[src/hdl/gpio_func_consts.vh]
`ifndef GPIO_FUNC_CONSTS_VH
`define GPIO_FUNC_CONSTS_VH

// Per-pin function codes, four bits each.
`define FN_HIZ        4'h0
`define FN_DRIVE1     4'h1
`define FN_DRIVE0     4'h2
`define FN_POWER_N    4'h3
`define FN_TX_LED_N   4'h4
`define FN_RX_LED_N   4'h5
`define FN_ANY_LED_N  4'h6
`define FN_CHG_BIT0   4'h7
`define FN_CHG_BIT1   4'h8
`define FN_VBUS_SENSE 4'h9
`define FN_TOUCH_IN   4'ha
`define FN_TOUCH_OUT  4'hb
`define FN_W          4

// Charger states used as index into the code map.
`define CHG_UNCONF    2'h0
`define CHG_SDP       2'h1
`define CHG_CDP_DCP   2'h2
`define CHG_SUSPEND   2'h3

// Register offsets (byte addresses).
`define REG_PINFN_LO  12'h000
`define REG_PINFN_HI  12'h004
`define REG_CHGMAP    12'h008
`define REG_USBSTATE  12'h00c
`define REG_STATUS    12'h010
`define REG_TOUCHMAP  12'h014

// Reset values.
`define PINFN_RST     32'h0000_0000
`define CHGMAP_RST    8'he4
`define TOUCHMAP_RST  32'h0000_0000

// Field positions in the USB state register.
`define US_CONFIGURED 0
`define US_SUSPEND    1
`define US_TX_ACT     2
`define US_RX_ACT     3
`define US_CHG_LSB    4

`endif

[src/hdl/gpio_function_status_outputs.v]
// Behaviour
// - Power switch pin low when configured and not suspended
// - Power switch pin high unconfigured or suspended
// - Transmit LED lit during transmit
// - Receive LED lit during receive
// - Combined LED lit during either traffic
// - Default map: unconfigured 00, SDP 01
// - Default map: CDP/DCP 10, suspend 11
// - Charger code map is programmable
// - Up to five touch button inputs
// - Touch output pins encode pressed button
// - D+ pull-up follows sensed VBUS
// - All pins high-impedance during reset
// - Any function assignable to any pin
//
// Implementation choices: the APB register port and the placing of the registers.
`timescale 1ns/1ps
`include "gpio_func_consts.vh"

module gpio_function_status_outputs #(
    parameter NPIN = 10
) (
    // APB slave.
    input  wire        pclk,
    input  wire        presetn,
    input  wire        psel,
    input  wire        penable,
    input  wire        pwrite,
    input  wire [11:0] paddr,
    input  wire [31:0] pwdata,
    output reg  [31:0] prdata,
    output wire        pready,
    output wire        pslverr,
    // General-purpose pins.
    input  wire [NPIN-1:0] gpio_in,
    output reg  [NPIN-1:0] gpio_out,
    output reg  [NPIN-1:0] gpio_oe,
    // USB core status.
    input  wire        usb_configured,
    input  wire        usb_suspend,
    input  wire        usb_tx_active,
    input  wire        usb_rx_active,
    input  wire [1:0]  charger_state,
    // USB D+ pull-up control.
    output reg         dp_pullup_en
);

    ////////////////////////////////////////////////////////////////////////////
    // Register file.

    reg  [4*16-1:0] pinfn_r;
    reg  [7:0]      chgmap_r;
    reg  [31:0]     touchmap_r;
    reg  [4:0]      touch_r;
    reg             vbus_r;
    reg  [2:0]      code_r;

    wire wr_en = psel & penable & pwrite;
    wire rd_ok = (paddr == `REG_PINFN_LO) | (paddr == `REG_PINFN_HI) |
                 (paddr == `REG_CHGMAP) | (paddr == `REG_USBSTATE) |
                 (paddr == `REG_STATUS) | (paddr == `REG_TOUCHMAP);

    // Zero wait states keeps the slave simple; every access ends in its first access cycle.
    assign pready  = 1'b1;
    assign pslverr = psel & penable & ~rd_ok;

    always @(posedge pclk or negedge presetn) begin
        if (!presetn) begin
            pinfn_r    <= {2{`PINFN_RST}};
            chgmap_r   <= `CHGMAP_RST;
            touchmap_r <= `TOUCHMAP_RST;
        end else if (wr_en) begin
            if (paddr == `REG_PINFN_LO)
                pinfn_r[31:0] <= pwdata;
            if (paddr == `REG_PINFN_HI)
                pinfn_r[63:32] <= pwdata;
            if (paddr == `REG_CHGMAP)
                chgmap_r <= pwdata[7:0];
            if (paddr == `REG_TOUCHMAP)
                touchmap_r <= pwdata;
        end
    end

    // Read data is captured in the setup cycle, so it stands through the whole access phase.
    reg  [31:0]     rdata_nxt;

    always @* begin
        rdata_nxt = 32'h0000_0000;
        case (paddr)
            `REG_PINFN_LO: rdata_nxt = pinfn_r[31:0];
            `REG_PINFN_HI: rdata_nxt = pinfn_r[63:32];
            `REG_CHGMAP:   rdata_nxt = {24'h00_0000, chgmap_r};
            `REG_USBSTATE: rdata_nxt = {26'h000_0000, charger_state, usb_rx_active,
                                        usb_tx_active, usb_suspend, usb_configured};
            `REG_STATUS:   rdata_nxt = {22'h00_0000, dp_pullup_en, vbus_r, code_r, touch_r};
            `REG_TOUCHMAP: rdata_nxt = touchmap_r;
            default:       rdata_nxt = 32'h0000_0000;
        endcase
    end

    always @(posedge pclk or negedge presetn) begin
        if (!presetn) begin
            prdata <= 32'h0000_0000;
        end else if (psel && !penable) begin
            if (pwrite)
                prdata <= 32'h0000_0000;
            else
                prdata <= rdata_nxt;
        end
    end

    ////////////////////////////////////////////////////////////////////////////
    // Input sampling from pins assigned an input function.

    integer i;
    reg [2:0] tidx;
    reg [4:0] touch_nxt;
    reg       vbus_nxt;
    reg [2:0] code_nxt;

    always @* begin
        touch_nxt = 5'h00;
        vbus_nxt  = 1'b0;
        tidx      = 3'h0;
        for (i = 0; i < NPIN; i = i + 1) begin
            if (pinfn_r[4*i +: 4] == `FN_TOUCH_IN && tidx < 3'h5) begin
                touch_nxt[tidx] = gpio_in[i];
                tidx = tidx + 3'h1;
            end
            if (pinfn_r[4*i +: 4] == `FN_VBUS_SENSE)
                vbus_nxt = vbus_nxt | gpio_in[i];
        end
        // lowest pressed button wins, code is index plus one, zero for none.
        code_nxt = 3'h0;
        for (i = 4; i >= 0; i = i - 1)
            if (touch_nxt[i])
                code_nxt = i[2:0] + 3'h1;
    end

    always @(posedge pclk or negedge presetn) begin
        if (!presetn) begin
            touch_r      <= 5'h00;
            vbus_r       <= 1'b0;
            code_r       <= 3'h0;
            dp_pullup_en <= 1'b0;
        end else begin
            touch_r      <= touch_nxt;
            vbus_r       <= vbus_nxt;
            code_r       <= code_nxt;
            dp_pullup_en <= vbus_nxt;
        end
    end

    ////////////////////////////////////////////////////////////////////////////
    // Output pins.

    wire [1:0] chg_code = chgmap_r[2*charger_state +: 2];

    // Touch-out pins take code bits in pin order; pins past the third stay undriven.
    integer        k;
    reg [1:0]      ocnt;
    reg [NPIN-1:0] tout_bit;
    reg [NPIN-1:0] tout_ok;

    always @* begin
        tout_bit = {NPIN{1'b0}};
        tout_ok  = {NPIN{1'b0}};
        ocnt     = 2'h0;
        for (k = 0; k < NPIN; k = k + 1) begin
            if (pinfn_r[4*k +: 4] == `FN_TOUCH_OUT && ocnt != 2'h3) begin
                tout_bit[k] = code_r[ocnt];
                tout_ok[k]  = 1'b1;
                ocnt        = ocnt + 2'h1;
            end
        end
    end

    wire [NPIN-1:0] out_nxt;
    wire [NPIN-1:0] oe_nxt;

    // One decoder per pin keeps the function table in a single place.
    genvar p;
    generate
        for (p = 0; p < NPIN; p = p + 1) begin : g_pin
            pin_function_select pin_function_select_inst (
                .fn             (pinfn_r[4*p +: 4]),
                .usb_configured (usb_configured),
                .usb_suspend    (usb_suspend),
                .usb_tx_active  (usb_tx_active),
                .usb_rx_active  (usb_rx_active),
                .chg_code       (chg_code),
                .tout_bit       (tout_bit[p]),
                .tout_ok        (tout_ok[p]),
                .pin_out        (out_nxt[p]),
                .pin_oe         (oe_nxt[p])
            );
        end
    endgenerate

    // Registered pins avoid glitches on LEDs and the power switch.
    always @(posedge pclk or negedge presetn) begin
        if (!presetn) begin
            gpio_out <= {NPIN{1'b0}};
            gpio_oe  <= {NPIN{1'b0}};
        end else begin
            gpio_out <= out_nxt;
            gpio_oe  <= oe_nxt;
        end
    end

endmodule

////////////////////////////////////////////////////////////////////////////////
// One pin's function decode; the flip-flops that launch the pin live in the parent.

module pin_function_select (
    // Function code of this pin.
    input  wire [3:0] fn,
    // USB core status.
    input  wire       usb_configured,
    input  wire       usb_suspend,
    input  wire       usb_tx_active,
    input  wire       usb_rx_active,
    // Derived sources.
    input  wire [1:0] chg_code,
    input  wire       tout_bit,
    input  wire       tout_ok,
    // Pin drive.
    output reg        pin_out,
    output reg        pin_oe
);

    always @* begin
        pin_out = 1'b0;
        pin_oe  = 1'b0;
        case (fn)
            `FN_HIZ: begin
                pin_out = 1'b0;
                pin_oe  = 1'b0;
            end
            `FN_DRIVE1: begin
                pin_out = 1'b1;
                pin_oe  = 1'b1;
            end
            `FN_DRIVE0: begin
                pin_out = 1'b0;
                pin_oe  = 1'b1;
            end
            `FN_POWER_N: begin
                pin_out = ~usb_configured | usb_suspend;
                pin_oe  = 1'b1;
            end
            `FN_TX_LED_N: begin
                pin_out = ~usb_tx_active;
                pin_oe  = 1'b1;
            end
            `FN_RX_LED_N: begin
                pin_out = ~usb_rx_active;
                pin_oe  = 1'b1;
            end
            `FN_ANY_LED_N: begin
                pin_out = ~(usb_tx_active | usb_rx_active);
                pin_oe  = 1'b1;
            end
            `FN_CHG_BIT0: begin
                pin_out = chg_code[0];
                pin_oe  = 1'b1;
            end
            `FN_CHG_BIT1: begin
                pin_out = chg_code[1];
                pin_oe  = 1'b1;
            end
            // Input functions leave the pin undriven so the pad level can be read.
            `FN_VBUS_SENSE, `FN_TOUCH_IN: begin
                pin_out = 1'b0;
                pin_oe  = 1'b0;
            end
            `FN_TOUCH_OUT: begin
                pin_out = tout_bit;
                pin_oe  = tout_ok;
            end
            default: begin
                pin_out = 1'b0;
                pin_oe  = 1'b0;
            end
        endcase
    end

endmodule

[config.mk]
export PLATFORM = sky130hd
export DESIGN_NAME = gpio_function_status_outputs
export DESIGN_NICKNAME = d
export VERILOG_FILES = /design/src/hdl/gpio_function_status_outputs.v
export VERILOG_INCLUDE_DIRS = /design/src /design/src/hdl
export SDC_FILE = /design/constraint.sdc
export NUM_CORES = 1
export LEC_CHECK = 0
export ABC_AREA = 1
export BUFFER_PORTS_ARGS = -buffer_cell sky130_fd_sc_hd__buf_2
export CAP_MARGIN = 20
export CORE_MARGIN = 4
export CORE_UTILIZATION = 54
export DETAILED_ROUTE_END_ITERATION = 10
export PLACE_DENSITY_LB_ADDON = 0.2
export SYNTH_ARGS = -nofsm -noshare
export SYNTH_HDL_FRONTEND = slang
export SYNTH_SLANG_ARGS = --single-unit
[constraint.sdc]
create_clock -name pclk -period 7 [get_ports pclk]
set_clock_uncertainty 0.2 [all_clocks]
set_input_delay 1.05 -clock pclk [delete_from_list [all_inputs] [get_ports pclk]]
set_output_delay 1.05 -clock pclk [all_outputs]
set_load 0.1 [all_outputs]
# Word level (Yosys, flattened, before mapping)
# Index checks and enable logic that the tools add are counted.
classes:
  add_sub_neg: 16
  magnitude_cmp: 36
  n_eq_ne: 124
  shifts: 1
  n_mux: 128
  bitwise: 24
  reduce_logical: 44
op_table:
  columns: ["cell", "count"]
  rows:
  - ["$pmux W32 S6", 1]
  - ["$eq A4 B3 Y1 const B", 40]
  - ["$eq A4 B4 Y1 const B", 40]
  - ["$eq A4 B2 Y1 const B", 20]
  - ["$pmux W1 S8", 10]
  - ["$reduce_or A8 Y1", 9]
  - ["$mux W1", 50]
  - ["$bwmux W5", 9]
  - ["$mux W5", 9]
  - ["$eq A4 B1 Y1 const B", 10]
  - ["$mux W3", 13]
  - ["$lt A3 B4 Y1 const B", 9]
  - ["$mux W32", 1]
  - ["$logic_and A1 B1 Y1", 28]
  - ["$demux W1 S3", 9]
  - ["$ge A3 B1 Y1 const B", 9]
  - ["$lt A2 B3 Y1 const B", 9]
  - ["$lt A3 B3 Y1 const B", 9]
  - ["$add A3 B1 Y3 const B", 8]
  - ["$eq A12 B4 Y1 const B", 2]
  - ["$eq A12 B5 Y1 const B", 2]
  - ["$bmux W1 S2", 9]
  - ["$ne A2 B2 Y1 const B", 9]
  - ["$pmux W1 S2", 9]
  - ["other kinds (11)", 49]
word_totals:
  ff_bits: 165
  in_bits: 65
  out_inout_bits: 55
  elab_cells: 383

# Longest topological paths before layout
# Gate-level depths: netlist of the first run.
logic_depth:
  depth_word: 37
  depth_mapped: 47

# Hierarchy
# Synthesis of the first run repeated with hierarchy kept, for this count alone.
unflattened:
  hier_cells: 1511
  area_unflattened_um2: 10626.4
by_module_without_submodules:
  columns: ["mod", "instances", "cells_each", "area_each_um2", "seq_area_each_um2"]
  rows:
  - ["gpio_function_status_outputs", 1, 1161, 9125.0, 4134.0]
  - ["pin_function_select", 10, 35, 150.1, 0.0]

# Least setup slack after synthesis of the first run
# OpenSTA, ideal clock, no wires.
synth_path:
  path_type: "register to register"
  startpoint: "reg pinfn_r[2]"
  endpoint: "reg gpio_out[9]"
  arrival_time_ps: 6856
  required_time_ps: 6660
  setup_slack_ps: -196
  stages_incl_launch_ff: 45
  path_buffers: 0
  synth_period_minus_slack_ps: 7196
  cell_sequence: "dfrtp_1 > nor2_1 > inv_1 > nor2_1 > inv_1 > ha_1 > nand2_1 > nand3_1 > nand2_1 > inv_1 > nor2_1 > inv_1 > ha_1 > nor3_1 > inv_1 > nand2_1 > o21ai_0 > ha_1 > [... 9 more ...] > nor3_1 > inv_1 > nand2_1 > nand2_1 > ha_1 > nor3_1 > inv_1 > nand2_1 > nand2_1 > ha_1 > nor3_1 > inv_1 > nand3_1 > o21ai_0 > o2111ai_1 > nor2_1 > nand2_1 > o2111ai_1"
synth_between:
  elab_chain_len: 30
  elab_cells_between_ends: 40
synth_rtl:
  columns: ["element", "line", "source"]
  rows:
  - ["start, declared", "gpio_function_status_outputs.v:51", "reg [4*16-1:0] pinfn_r;"]
  - ["start signal, assigned", "gpio_function_status_outputs.v:69", "pinfn_r <= {2{`PINFN_RST}};"]
  - ["start signal, assigned", "gpio_function_status_outputs.v:74", "pinfn_r[31:0] <= pwdata;"]
  - ["$eq A4 B4 Y1 *", null, null]
  - ["$mux W1 *", "gpio_function_status_outputs.v:170", "if (pinfn_r[4*k +: 4] == `FN_TOUCH_OUT && ocnt != 2'h3) begin"]
  - ["branches (longest 2 deep; another with $add A2 B1 Y2)", null, null]
  - ["$mux W2 *", "gpio_function_status_outputs.v:170", null]
  - ["branches (longest 2 deep; another with $add A2 B1 Y2)", null, null]
  - ["$mux W2 *", "gpio_function_status_outputs.v:170", null]
  - ["branches (longest 2 deep; another with $add A2 B1 Y2)", null, null]
  - ["$mux W2 *", "gpio_function_status_outputs.v:170", null]
  - ["[... 11 more ...]", null, null]
  - ["$mux W2 *", "gpio_function_status_outputs.v:170", null]
  - ["branches (longest 2 deep; another with $add A2 B1 Y2)", null, null]
  - ["$mux W2 *", "gpio_function_status_outputs.v:170", null]
  - ["$bmux W1 S2 / $ne A2 B2 Y1 (equally long branches)", "gpio_function_status_outputs.v:171, gpio_function_status_outputs.v:170", null]
  - ["$mux W1 (implied by the code) / $logic_and A1 B1 Y1 (equally long branches)", "gpio_function_status_outputs.v:171, gpio_function_status_outputs.v:170", null]
  - ["$mux W1 *", "gpio_function_status_outputs.v:170", null]
  - ["$pmux W1 S8 *", "gpio_function_status_outputs.v:236", "case (fn)"]
  - ["net g_pin[9].pin_function_select_inst.pin_out", "gpio_function_status_outputs.v:229", "output reg pin_out,"]
  - ["end signal, assigned", "gpio_function_status_outputs.v:203", "gpio_out <= {NPIN{1'b0}};"]
  - ["end signal, assigned", "gpio_function_status_outputs.v:206", "gpio_out <= out_nxt;"]
  - ["end, declared", "gpio_function_status_outputs.v:36", "output reg [NPIN-1:0] gpio_out,"]
# Mark *: on every way through the listed nets, which the timed path passes. The select of a mux whose other input is x is not followed.
# A chain may end at the register's enable or synchronous reset.

# Final worst setup path of the first run
# Ends and elaborated chain as after synthesis.

==> Flow_metrics.wiki, run 1 <==
{| class="wikitable"
! Metric !! Value
|-
| VDD IR-drop max || 0.1779 mV
|-
| Arrival @ worst endpoint || 6.64 ns
|-
| Count of synthesis-stage warnings from yosys || 0
|-
| Count of vias placed by the detailed router || 9,735
|-
| Final period util || 93.53%
|-
| Fin cells || 1,689
|-
| Average size of a mapped cell || 7.602 µm²
|-
| Beginning of the critical path || pinfn_r[2]
|-
| Outcome || completed
|-
| Antenna cells || 0
|-
| Initial antenna violation count || 0
|-
| Critical path data required time || 7.09 ns
|-
| Post-route minimum period || about 6.5 ns
|-
| Fraction of layout cells with a size suffix above 1 || 20.07%
|-
| Placed standard-cell area || between 10,000 and 15,000 µm²
|-
| Synthesized-area fraction occupied by adder cells || 2.455%
|-
| Worst hold path depth || 2
|-
| Wire length per cell || 17.74 µm
|-
| Number of buffers inserted by hold repair at cts || 0
|-
| Biggest cell delay along the critical path || just under 0.4 ns
|-
| Maximum fanout count along the critical path || 6
|-
| Global-route wire length before repair || 47.25 mm
|-
| Sequential element share of the synthesized area || 41.38%
|-
| Max Cap Viol || 0
|-
| Clock tree from TritonCTS || yes
|-
| Slowest CP cell || sky130_fd_sc_hd__dfrtp_1
|-
| Detailed router's first-iteration violation count || 904
|-
| Share of the synthesized netlist area taken by xor and xnor gates || less than 1%
|-
| Sum of net half-perimeters after detailed placement || 21.83 mm
|-
| Worst r2r path cells || between 40 and 50
|-
| Number of buffers added by the clock tree synthesis step || 17
|-
| # nets final || around 1,500
|-
| DRT Wirelength || 29.96 mm
|-
| GRT Resource Usage Total || between 20% and 30%
|-
| Antenna violation net count after detailed routing || 0
|-
| Area growth from synthesis to layout || 17.00%
|-
| Cell count after synthesis || about 1,300
|-
| Number of endpoints with negative hold slack in the final report || 0
|-
| Final setup violating endpoints || 0
|-
| Launching element type of the critical path || register
|-
| Critical R2R Launch || pinfn_r[2]
|-
| Share of the synthesized area in compound gates (AO/OA/AOI/OAI) || 20.60%
|-
| Area enclosed by the die boundary || just over 20,000 µm²
|-
| Setup crit end kind || register
|-
| Multiplexer area fraction after synthesis || less than 1%
|-
| Total leakage power || 5.749 nW
|-
| Gp weighted congestion || 0.9514
|-
| WL met3 || 2.319 mm
|-
| Top_reg_cell synth || sky130_fd_sc_hd__dfrtp_1
|-
| Most common cell on crit path || sky130_fd_sc_hd__nand2_1
|-
| Total number of H-tree levels || 4
|-
| Wire length on met1 || around 13 mm
|-
| Clk buf depth || 2
|-
| Post-route cell area || 11,690 µm²
|-
| Number of distinct library cells after synthesis || between 50 and 60
|-
| Number of enable flip-flop cells after synthesis || 0
|-
| Detail Route met2 WL || 14.22 mm
|-
| Combinational family with the most area after synthesis || simple AND/OR/NAND/NOR gates
|-
| Clock edge transition at the registers on the reported setup and hold paths || around 0.07 ns
|-
| Vias per std cell || slightly below 6
|-
| Std cell rows || between 40 and 50
|-
| Initial standard-cell utilization of the core || 55.23%
|-
| Drt drc || 0
|-
| Netlist Area Pre-Place || 9990 µm²
|-
| Clock Sink Count || 165
|-
| Post-Route Setup TNS || 0 ns
|-
| Simple-gate share of the synthesized area || 26.23%
|-
| Total count of max-transition violations in the final report || 0
|-
| Path class of the lowest-slack min-delay path || reg -> reg
|-
| Power density over the cells || 167.5 nW/µm²
|-
| Crit Path Category || reg -> reg
|-
| Worst Max-Slew Pin Slew || 1.016 ns
|-
| Main area contributors after synthesis || sky130_fd_sc_hd__dfrtp_1 40%, sky130_fd_sc_hd__o21ai_0 12%, sky130_fd_sc_hd__nand2_1 9.8%, sky130_fd_sc_hd__inv_1 6.3%, sky130_fd_sc_hd__nor2_1 4.1%
|-
| Finished Core Util || 64.62%
|-
| Final Hold Slack || roughly 0.28 ns
|-
| Largest net degree at the start of global routing || 96
|-
| Root buffer cell || sky130_fd_sc_hd__clkbuf_16
|-
| Fraction of registers with async set or reset after synthesis || 100.0%
|-
| Dpl cells || approximately 1,700
|-
| Post-synthesis net count || around 1,400
|-
| Via count of the first global-routing pass || slightly above 9,000
|-
| Fmax || 152.7 MHz
|-
| Max layer used || met4
|-
| Worst slew margin relative to its limit || about 32%
|-
| Flop and latch count out of synthesis || between 150 and 200
|-
| Port Buffers || 118
|-
| Top Ports || 120
|-
| Startpoint of the lowest-slack hold path || pinfn_r[23]
|-
| Chip Height || 144.0 µm
|-
| Most area-hungry cell type in the Yosys netlist || sky130_fd_sc_hd__dfrtp_1
|-
| Top cell type's share of synthesized area || 40.33%
|-
| Number of iterations in the first detailed-routing pass || 6
|-
| Die Wd || 144.0 µm
|-
| Total congestion overflow after global routing || 0
|-
| Area of the placeable core || 18,090 µm²
|-
| Clock latency reported for the late side of the worst-skew pair || about 0.43 ns
|}
==> layout by cell type, fill, tap and decap left out, drive strengths merged, types with 17 or more instances in the layout <==
| cell type | count |
|---|---|
| a21oi | 21 |
| a221oi | 22 |
| buf | 156 |
| clkbuf | 19 |
| dfrtp | 161 |
| ha | 18 |
| inv | 185 |
| nand2 | 293 |
| nand3 | 91 |
| nand4 | 19 |
| nor2 | 113 |
| nor3 | 26 |
| o21ai | 236 |
| o22ai | 17 |
==> final timing paths <==
kind	end	slack (ns)
max reg2reg	gpio_out[9]	0.45
min reg2reg	pinfn_r[23]	0.28
max in group asynchronous	gpio_oe[6]	4.70
min	pinfn_r[23]	0.28
max	gpio_out[9]	0.45
min in group asynchronous	prdata[17]	0.49
==> metrics by stage <==
stage               power [mW]  worst slack [ns]
floorplan                1.007           0.08117
global placement         1.066            0.1372
detailed placement       1.066           -0.2548
CTS                      1.963          0.007570
global route             2.015          -0.03610
finish                   1.958            0.4528
==> critical path, delay by kind of cell, from the launching register on <==
family / cells / cell delay [ns]
XOR/XNOR: 1 / 0.19
buffers and inverters: 11 / 1.07
AND/OR/NAND/NOR: 22 / 2.48
adder cells (fa/ha/maj): 7 / 1.55
flip-flops: 1 / 0.39
AO/OA/AOI/OAI: 4 / 0.52
==> routing by layer <==
| layer | vias up | GRT usage, % |
|---|---|---|
| met4 | 0 | 9.019 |
| met3 | 67 | 6.118 |
| met5 | - | 0 |
| met1 | 4574 | 39.53 |
| met2 | 384 | 47.04 |
| li1 | 4710 | - |
==> cell type report <==
class | count | area, µm²
Fill cell | 1617 | 6399
Multi-Input combinational cell | 924 | 5096
Inverter | 183 | 695.7
Tap cell | 229 | 286.5
Timing Repair Buffer | 157 | 904.6
Clock buffer | 19 | 452.9
Clock inverter | 12 | 117.6
Sequential cell | 165 | 4134
==> timing repair <==
item / 4_1_cts / 5_1_grt
buffers inserted: 1 / 1
cloned: 0 / 0
setup endpoints to repair: 2 / 4
gates resized for setup: 4 / 17
pin swaps: 1 / 7
==> state kept, by name, indices dropped and copies added, names as in the netlist <==
name / count
pinfn_r: 64
prdata: 32
touchmap_r: 32
gpio_oe: 10
gpio_out: 10
chgmap_r: 8
touch_r: 5
code_r: 3
vbus_r: 1
==> synth_stat cells, drive strengths merged, types with 2 or more instances <==
library cell / instances
a221oi: 22
o22ai: 17
inv: 180
a311oi: 3
o41ai: 2
clkinv: 3
nor4: 3
a211oi: 2
ha: 18
nor3: 26
o21ai: 236
a31oi: 4
o211ai: 10
nand3: 91
a21oi: 21
nor2: 113
dfrtp: 161
o31ai: 5
mux2i: 2
buf: 2
a2111oi: 3
a32o: 4
nand3b: 3
nand2: 293
a21boi: 3
dfstp: 4
o221ai: 2
nand4: 19
o311ai: 3
o2111ai: 9
xor2: 4
clkbuf: 40
==> logic make-up after synthesis <==
group | after synthesis
simple gates | 548
compound gates | 349
buf+inv | 225
flops | 165
fa+ha+maj | 19
xor+xnor | 5
mux | 2
other cells | 1
==> power breakdown <==
group | leakage [nW] | total (mW) | switching [mW] | internal [mW]
combinational | 3.17 | 0.0929 | 0.0718 | 0.0211
clock | 0.284 | 0.910 | 0.425 | 0.485
sequential | 2.29 | 0.955 | 0.000793 | 0.954
No activity file was read; power rests on OpenSTA's default activity.
==> run 2: changes to the inputs <==
RECOVER_POWER = 25   (was default)
==> Flow_metrics.wiki, run 2 (same netlist as run 1, synthesis figures left out) <==
{| class="wikitable"
! Metric !! Value
|-
| Antenna violation net count after detailed routing || 0 (unchanged)
|-
| Post-route cell area || 11,680 µm² (about the same)
|-
| DRT Wirelength || 29.90 mm (-0.18%)
|-
| Gp weighted congestion || 0.9514 (unchanged)
|-
| Port Buffers || 118 (unchanged)
|-
| Crit Path Category || reg -> reg
|-
| Path class of the lowest-slack min-delay path || reg -> reg
|-
| Sum of net half-perimeters after detailed placement || 21.83 mm (unchanged)
|-
| Most common library cell in the layout ignoring fill and taps || sky130_fd_sc_hd__nand2_1
|-
| Reg2Reg Setup Slack || 0.48 ns (+0.02 ns)
|-
| Worst Setup Slack, final || 0.4751 ns (+0.02236 ns)
|-
| Worst r2r path cells || 45 (unchanged)
|-
| Std cell rows || 49 (unchanged)
|-
| Final setup violating endpoints || 0 (unchanged)
|-
| Vias per std cell || 5.764 (unchanged)
|-
| Launching element type of the critical path || register
|-
| Biggest cell delay along the critical path || 0.39 ns (about the same)
|-
| Layout fillers || 1,621 (+0.25%)
|-
| Total congestion overflow after global routing || 0 (unchanged)
|-
| Clock Sink Count || 165 (unchanged)
|-
| Chip Height || 144.0 µm (unchanged)
|-
| Worst setup slack before clock tree synthesis || -0.2548 ns (unchanged)
|-
| Pwr Total || 1.959 mW (about the same)
|-
| Fraction of layout cells with a size suffix above 1 || 19.93% (-0.14 points)
|-
| Critical path data required time || 7.09 ns (about the same)
|-
| Total leakage power || 5.740 nW (-0.16%)
|-
| Area growth from synthesis to layout || 16.88% (about the same)
|-
| Wire length per cell || 17.70 µm (-0.18%)
|-
| Clock latency reported for the late side of the worst-skew pair || 0.44 ns (about the same)
|-
| Clk buf depth || 2 (unchanged)
|-
| Max Cap Viol || 1 (+1)
|-
| Root buffer cell || sky130_fd_sc_hd__clkbuf_16
|-
| Share of total power in the clock network || 46.5% (about the same)
|-
| Largest register by flop count || pinfn_r
|-
| Area enclosed by the die boundary || 20,740 µm² (unchanged)
|-
| Total count of max-transition violations in the final report || 96 (+96)
|-
| Initial standard-cell utilization of the core || 55.23% (unchanged)
|-
| Arrival @ worst endpoint || 6.61 ns (-0.03 ns)
|-
| Power density over the cells || 167.7 nW/µm² (+0.12%)
|-
| Failing checks || max-capacitance violations, max-slew violations
|-
| Number of iterations in the first detailed-routing pass || 6 (unchanged)
|-
| # nets final || 1,532 (unchanged)
|-
| Die Wd || 144.0 µm (unchanged)
|-
| Final period util || 93.21% (-0.32 points)
|-
| Global-route wire length before repair || 47.25 mm (unchanged)
|-
| Worst hold path depth || 2 (unchanged)
|-
| Count of vias placed by the detailed router || 9,735 (unchanged)
|-
| Slowest CP cell || sky130_fd_sc_hd__dfrtp_1
|-
| Worst Max-Slew Pin Slew || 5.036 ns (+4.019 ns)
|-
| GRT Resource Usage Total || 29.07% (unchanged)
|-
| Top Ports || 120 (unchanged)
|-
| Setup crit end kind || register
|-
| Clock tree from TritonCTS || yes
|-
| Post-route minimum period || 6.525 ns (-0.02236 ns)
|-
| Flip-flop count of the largest register, all copies and words added || 64 (unchanged)
|-
| Detailed router's first-iteration violation count || 858 (-5.1%)
|-
| Number of buffers added by the clock tree synthesis step || 17 (unchanged)
|-
| Switching power as a share of total power || 25.42% (about the same)
|-
| Sequential power share || 48.8% (about the same)
|-
| Most common cell on crit path || sky130_fd_sc_hd__nand2_1
|-
| Fmax || 153.3 MHz (+0.34%)
|-
| Commonest non-fill, non-tap cells in the layout || 258 x sky130_fd_sc_hd__nand2_1, 232 x sky130_fd_sc_hd__o21ai_0, 165 x sky130_fd_sc_hd__inv_1
|-
| Drt drc || 0 (unchanged)
|-
| Total number of H-tree levels || 4 (unchanged)
|-
| Outcome || finished with violations
|-
| Worst slew margin relative to its limit || -235.7% (-270 points)
|-
| Sw Pwr || 0.4979 mW (+0.12%)
|-
| Registers with the most flip-flops || pinfn_r x64, prdata x32, touchmap_r x32
|-
| Share of total power in combinational logic || 4.7% (about the same)
|-
| Area of the placeable core || 18,090 µm² (unchanged)
|-
| Placed standard-cell area || 11,000 µm² (unchanged)
|-
| Antenna cells || 0 (unchanged)
|-
| Clock edge transition at the registers on the reported setup and hold paths || 0.07 ns (about the same)
|-
| Number of endpoints with negative hold slack in the final report || 0 (unchanged)
|-
| VDD IR-drop max || 0.1789 mV (+0.54%)
|-
| Via count of the first global-routing pass || 9,172 (unchanged)
|-
| Initial antenna violation count || 0 (unchanged)
|-
| Internal power summed over all cells || 1.461 mW (about the same)
|-
| Largest net degree at the start of global routing || 96 (unchanged)
|-
| Maximum fanout count along the critical path || 6 (unchanged)
|}
-- run 2: cell types whose count changed in the layout (fill, tap and decap cells not counted) --
cell | before | now
sky130_fd_sc_hd__buf_4 | 37 | 36
sky130_fd_sc_hd__buf_6 | 1 | 0
sky130_fd_sc_hd__clkbuf_1 | 0 | 2
-- run 2: final timing paths --
kind | startpoint | to
min in group asynchronous | presetn | prdata[19]
setup reg to reg | pinfn_r[2] | gpio_out[9]
hold reg to reg | pinfn_r[23] | pinfn_r[23]
hold / removal | pinfn_r[23] | pinfn_r[23]
max in group asynchronous | presetn | prdata[5]
setup / recovery | pinfn_r[2] | gpio_out[9]
-- run 2: cell type report --
type	instances	area (µm²)	share of cell area, %
clock inverter	12	117.6	1.007
clock buffer	19	452.9	3.879
tap	229	286.5	2.454
sequential	165	4134	35.41
inverter	183	695.7	5.958
multi-input combinational	924	5096	43.65
timing repair buffer	157	893.4	7.651
-- run 2: power by group through the flow --
stage	combinational (mW)	clock, mW	sequential (mW)
global placement	0.0926	0	0.973
detailed placement	0.0929	0	0.973
finish	0.0927	0.911	0.955
global route	0.102	0.958	0.955
floorplan	0.0309	0	0.976
CTS	0.0932	0.915	0.955
-- run 2: per-stage QoR --
| stage | hold slack [ns] | utilization, % | cells | TNS (ns) |
|---|---|---|---|---|
| floorplan | 0.2490 | - | 1314 | 0 |
| global placement | 0.2632 | 60.76 | 1654 | 0 |
| detailed placement | 0.2724 | 60.82 | 1655 | -0.3821 |
| CTS | 0.2898 | 64.10 | 1687 | 0 |
| global route | 0.3012 | 64.56 | 1689 | -0.04237 |
| finish | 0.2859 | 64.56 | 1689 | 0 |
-- run 2: layer usage --
| layer | vias up | track usage [%] | wire length [µm] |
|---|---|---|---|
| li1 | 4703 | - | - |
| met1 | 4593 | 39.53 | 12590 |
| met2 | 369 | 47.04 | 14220 |
| met3 | 70 | 6.118 | 2250 |
| met4 | 0 | 9.019 | 850 |
| met5 | - | 0 | 0 |
-- run 2: critical path: cells and delay by family, from the launching register on --
kind	cells	cell delay [ns]
simple gates	22	2.45
fa+ha+maj	7	1.53
buf+inv	11	1.09
compound gates	4	0.52
flops	1	0.39
xor+xnor	1	0.18
-- run 2: repair_timing --
action / in CTS / in global routing
pin swaps: 1 / 7
setup buffers: 1 / 1
hold buffers: 0 / 0
cloned: 0 / 0
gates resized for setup: 4 / 17
setup endpoints to repair: 2 / 4
==> run 3: changes to the inputs <==
REMOVE_ABC_BUFFERS = 1   (was default)
==> Flow_metrics.wiki, run 3 (same netlist as run 1, synthesis figures left out) <==
{| class="wikitable"
! Metric !! Value
|-
| Startpoint of the lowest-slack hold path || touchmap_r[5]
|-
| Worst r2r path cells || 44 (-2.2%)
|-
| Reg2Reg Setup Slack || 0.64 ns (+0.17 ns)
|-
| Beginning of the critical path || pinfn_r[5]
|-
| Fin cells || 1,691 (+0.12%)
|-
| Clock latency reported for the late side of the worst-skew pair || 0.43 ns (about the same)
|-
| Worst hold path depth || 2 (unchanged)
|-
| Most common cell on crit path || sky130_fd_sc_hd__inv_1
|-
| Number of endpoints with negative hold slack in the final report || 0 (unchanged)
|-
| Sw Pwr || 0.4730 mW (-5.0%)
|-
| Final setup violating endpoints || 0 (unchanged)
|-
| Reg area || 4134 µm² (unchanged)
|-
| Final period util || 90.84% (-2.4 points)
|-
| Chip Height || 144.0 µm (unchanged)
|-
| Setup crit end kind || register
|-
| Via count of the first global-routing pass || 8,829 (-3.7%)
|-
| Worst Max-Slew Pin Slew || 5.203 ns (+0.1676 ns)
|-
| Path class of the lowest-slack min-delay path || reg -> reg
|-
| Power density over the cells || 175.7 nW/µm² (+4.8%)
|-
| Hold path endpoint || touchmap_r[5]
|-
| Most common library cell in the layout ignoring fill and taps || sky130_fd_sc_hd__nand2_1
|-
| Clock tree from TritonCTS || yes
|-
| Initial antenna violation count || 0 (unchanged)
|-
| Area growth from synthesis to layout || 17.92%
|-
| Antenna violation net count after detailed routing || 0 (unchanged)
|-
| Biggest cell delay along the critical path || 0.64 ns (+0.25 ns)
|-
| Failing checks || max-capacitance violations, max-slew violations
|-
| Switching power as a share of total power || 22.85% (-2.6 points)
|-
| # nets final || 1,534 (+0.13%)
|-
| Gp weighted congestion || 0.9765 (+2.6%)
|-
| Die Wd || 144.0 µm (unchanged)
|-
| Worst Setup Slack, final || 0.6411 ns (+0.1660 ns)
|-
| Area of the placeable core || 18,090 µm² (unchanged)
|-
| Largest register by flop count || pinfn_r
|-
| Internal power summed over all cells || 1.597 mW (+9.4%)
|-
| Count of vias placed by the detailed router || 9,686 (-0.50%)
|-
| Sum of net half-perimeters after detailed placement || 21.13 mm (-3.2%)
|-
| Clk buf depth || 2 (unchanged)
|-
| Std cell rows || 49 (unchanged)
|-
| Crit Path Category || reg -> reg
|-
| Outcome || finished with violations
|-
| VDD IR-drop max || 0.1513 mV (-15%)
|-
| Top Ports || 120 (unchanged)
|-
| Maximum fanout count along the critical path || 9 (+3)
|-
| Largest net degree at the start of global routing || 100 (+4.2%)
|-
| Registers with the most flip-flops || pinfn_r x64, prdata x32, touchmap_r x32
|-
| Slowest CP cell || sky130_fd_sc_hd__fa_1
|-
| Vias per std cell || 5.728 (-0.62%)
|-
| Number of buffers added by the clock tree synthesis step || 17 (unchanged)
|-
| Number of iterations in the first detailed-routing pass || 6 (unchanged)
|-
| Combined buffer and inverter count along the critical path || 14 (+3)
|-
| Critical R2R Launch || pinfn_r[5]
|-
| Capture point of the worst reg-to-reg path || code_r[0]
|-
| Critical path data required time || 7.11 ns (+0.02 ns)
|-
| Wire length per cell || 17.42 µm (-1.6%)
|-
| Detailed router's first-iteration violation count || 968 (+13%)
|-
| Post-route minimum period || 6.359 ns (-0.1660 ns)
|-
| Launching element type of the critical path || register
|-
| Area used by multi-input combinational logic || 5086 µm² (-0.20%)
|-
| Commonest non-fill, non-tap cells in the layout || 258 x sky130_fd_sc_hd__nand2_1, 232 x sky130_fd_sc_hd__o21ai_0, 164 x sky130_fd_sc_hd__inv_1
|-
| Total count of max-transition violations in the final report || 100 (+4.2%)
|-
| Dpl cells || 1,655 (unchanged)
|-
| Total number of H-tree levels || 4 (unchanged)
|-
| Clock Sink Count || 165 (unchanged)
|-
| Worst slew margin relative to its limit || -246.9% (-11 points)
|-
| Drt drc || 0 (unchanged)
|-
| Max Cap Viol || 1 (unchanged)
|-
| Root buffer cell || sky130_fd_sc_hd__clkbuf_16
|-
| Fmax || 157.3 MHz (+2.6%)
|-
| Total congestion overflow after global routing || 0 (unchanged)
|-
| Total leakage power || 5.782 nW (+0.73%)
|-
| Initial standard-cell utilization of the core || 55.23% (unchanged)
|-
| Layout fillers || 1,557 (-3.9%)
|-
| Final Hold Slack || 0.2876 ns (+0.001716 ns)
|-
| Share of total power in the clock network || 49.4% (+2.9 points)
|-
| Fraction of layout cells with a size suffix above 1 || 20.25% (+0.31 points)
|-
| Gate family responsible for the most delay along the worst path || adder cells
|-
| Area enclosed by the die boundary || 20,740 µm² (unchanged)
|-
| Arrival @ worst endpoint || 6.47 ns (-0.14 ns)
|-
| Share of total power in combinational logic || 4.4% (-0.3 points)
|-
| Pwr Total || 2.070 mW (+5.7%)
|-
| Finished Core Util || 65.13% (+0.57 points)
|-
| Worst setup slack before clock tree synthesis || -0.1690 ns (+0.08579 ns)
|-
| GRT Resource Usage Total || 28.70% (-0.37 points)
|-
| Flip-flop count of the largest register, all copies and words added || 64 (unchanged)
|-
| Global-route wire length before repair || 46.71 mm (-1.1%)
|-
| DRT Wirelength || 29.45 mm (-1.5%)
|-
| Port Buffers || 118 (unchanged)
|-
| Sequential power share || 46.2% (-2.6 points)
|-
| Antenna cells || 0 (unchanged)
|-
| Clock edge transition at the registers on the reported setup and hold paths || 0.06 ns (about the same)
|}
## run 3: power by group through the flow
stage / logic (mW) / registers [mW] / clock network [mW]
final: 0.0916 / 0.956 / 1.02
after global routing: 0.101 / 0.955 / 1.07
after CTS: 0.0920 / 0.955 / 1.03
after detailed placement: 0.0917 / 0.973 / 0
after global placement: 0.0913 / 0.973 / 0
after floorplan: 0.0275 / 0.976 / 0
## run 3: tightest hold or removal path, cell delays in order (launching register included)
cell	delay, ns
sky130_fd_sc_hd__dfrtp_1	0.35
sky130_fd_sc_hd__nand2_1	0.05
sky130_fd_sc_hd__o21ai_0	0.06
## run 3: per-layer routing
layer | global-route usage (%) | vias up | routed length, µm
li1 | - | 4704 | -
met1 | 40.97 | 4518 | 13410
met2 | 43.83 | 397 | 12940
met3 | 5.489 | 67 | 2156
met4 | 10.41 | 0 | 950
met5 | 0 | - | 0
## run 3: layout make-up
type / count / share of cell area (%)
Sequential cell: 165 / 35.09
Inverter: 183 / 5.905
Clock inverter: 12 / 1.614
Tap cell: 229 / 2.432
Clock buffer: 19 / 3.845
Timing Repair Buffer: 159 / 7.934
Multi-Input combinational cell: 924 / 43.18
## run 3: what timing repair did
action,CTS,global route
hold buffers,0,0
setup endpoints to repair,2,4
gates resized for setup,4,19
pin swaps,2,8
setup buffers,0,2
## run 3: stage by stage
stage                     instance area [µm²]  setup TNS, ns
after floorplan                          9821        -0.2849
after CTS                               11650              0
final                                   11780              0
after global routing                    11780       -0.01778
after global placement                  10990              0
after detailed placement                10990        -0.2313
## run 3: worst max path at each step
stage | slack (ns) | cells after the start | to
3_5_place_dp | -0.17 | 45 | gpio_out[9]
6_report | 0.64 | 44 | code_r[0]
5_1_grt | -0.02 | 45 | gpio_out[9]
2_1_floorplan | -0.20 | 44 | gpio_out[9]
3_3_place_gp | 0.12 | 43 | gpio_out[9]
4_1_cts | 0.05 | 45 | gpio_out[9]
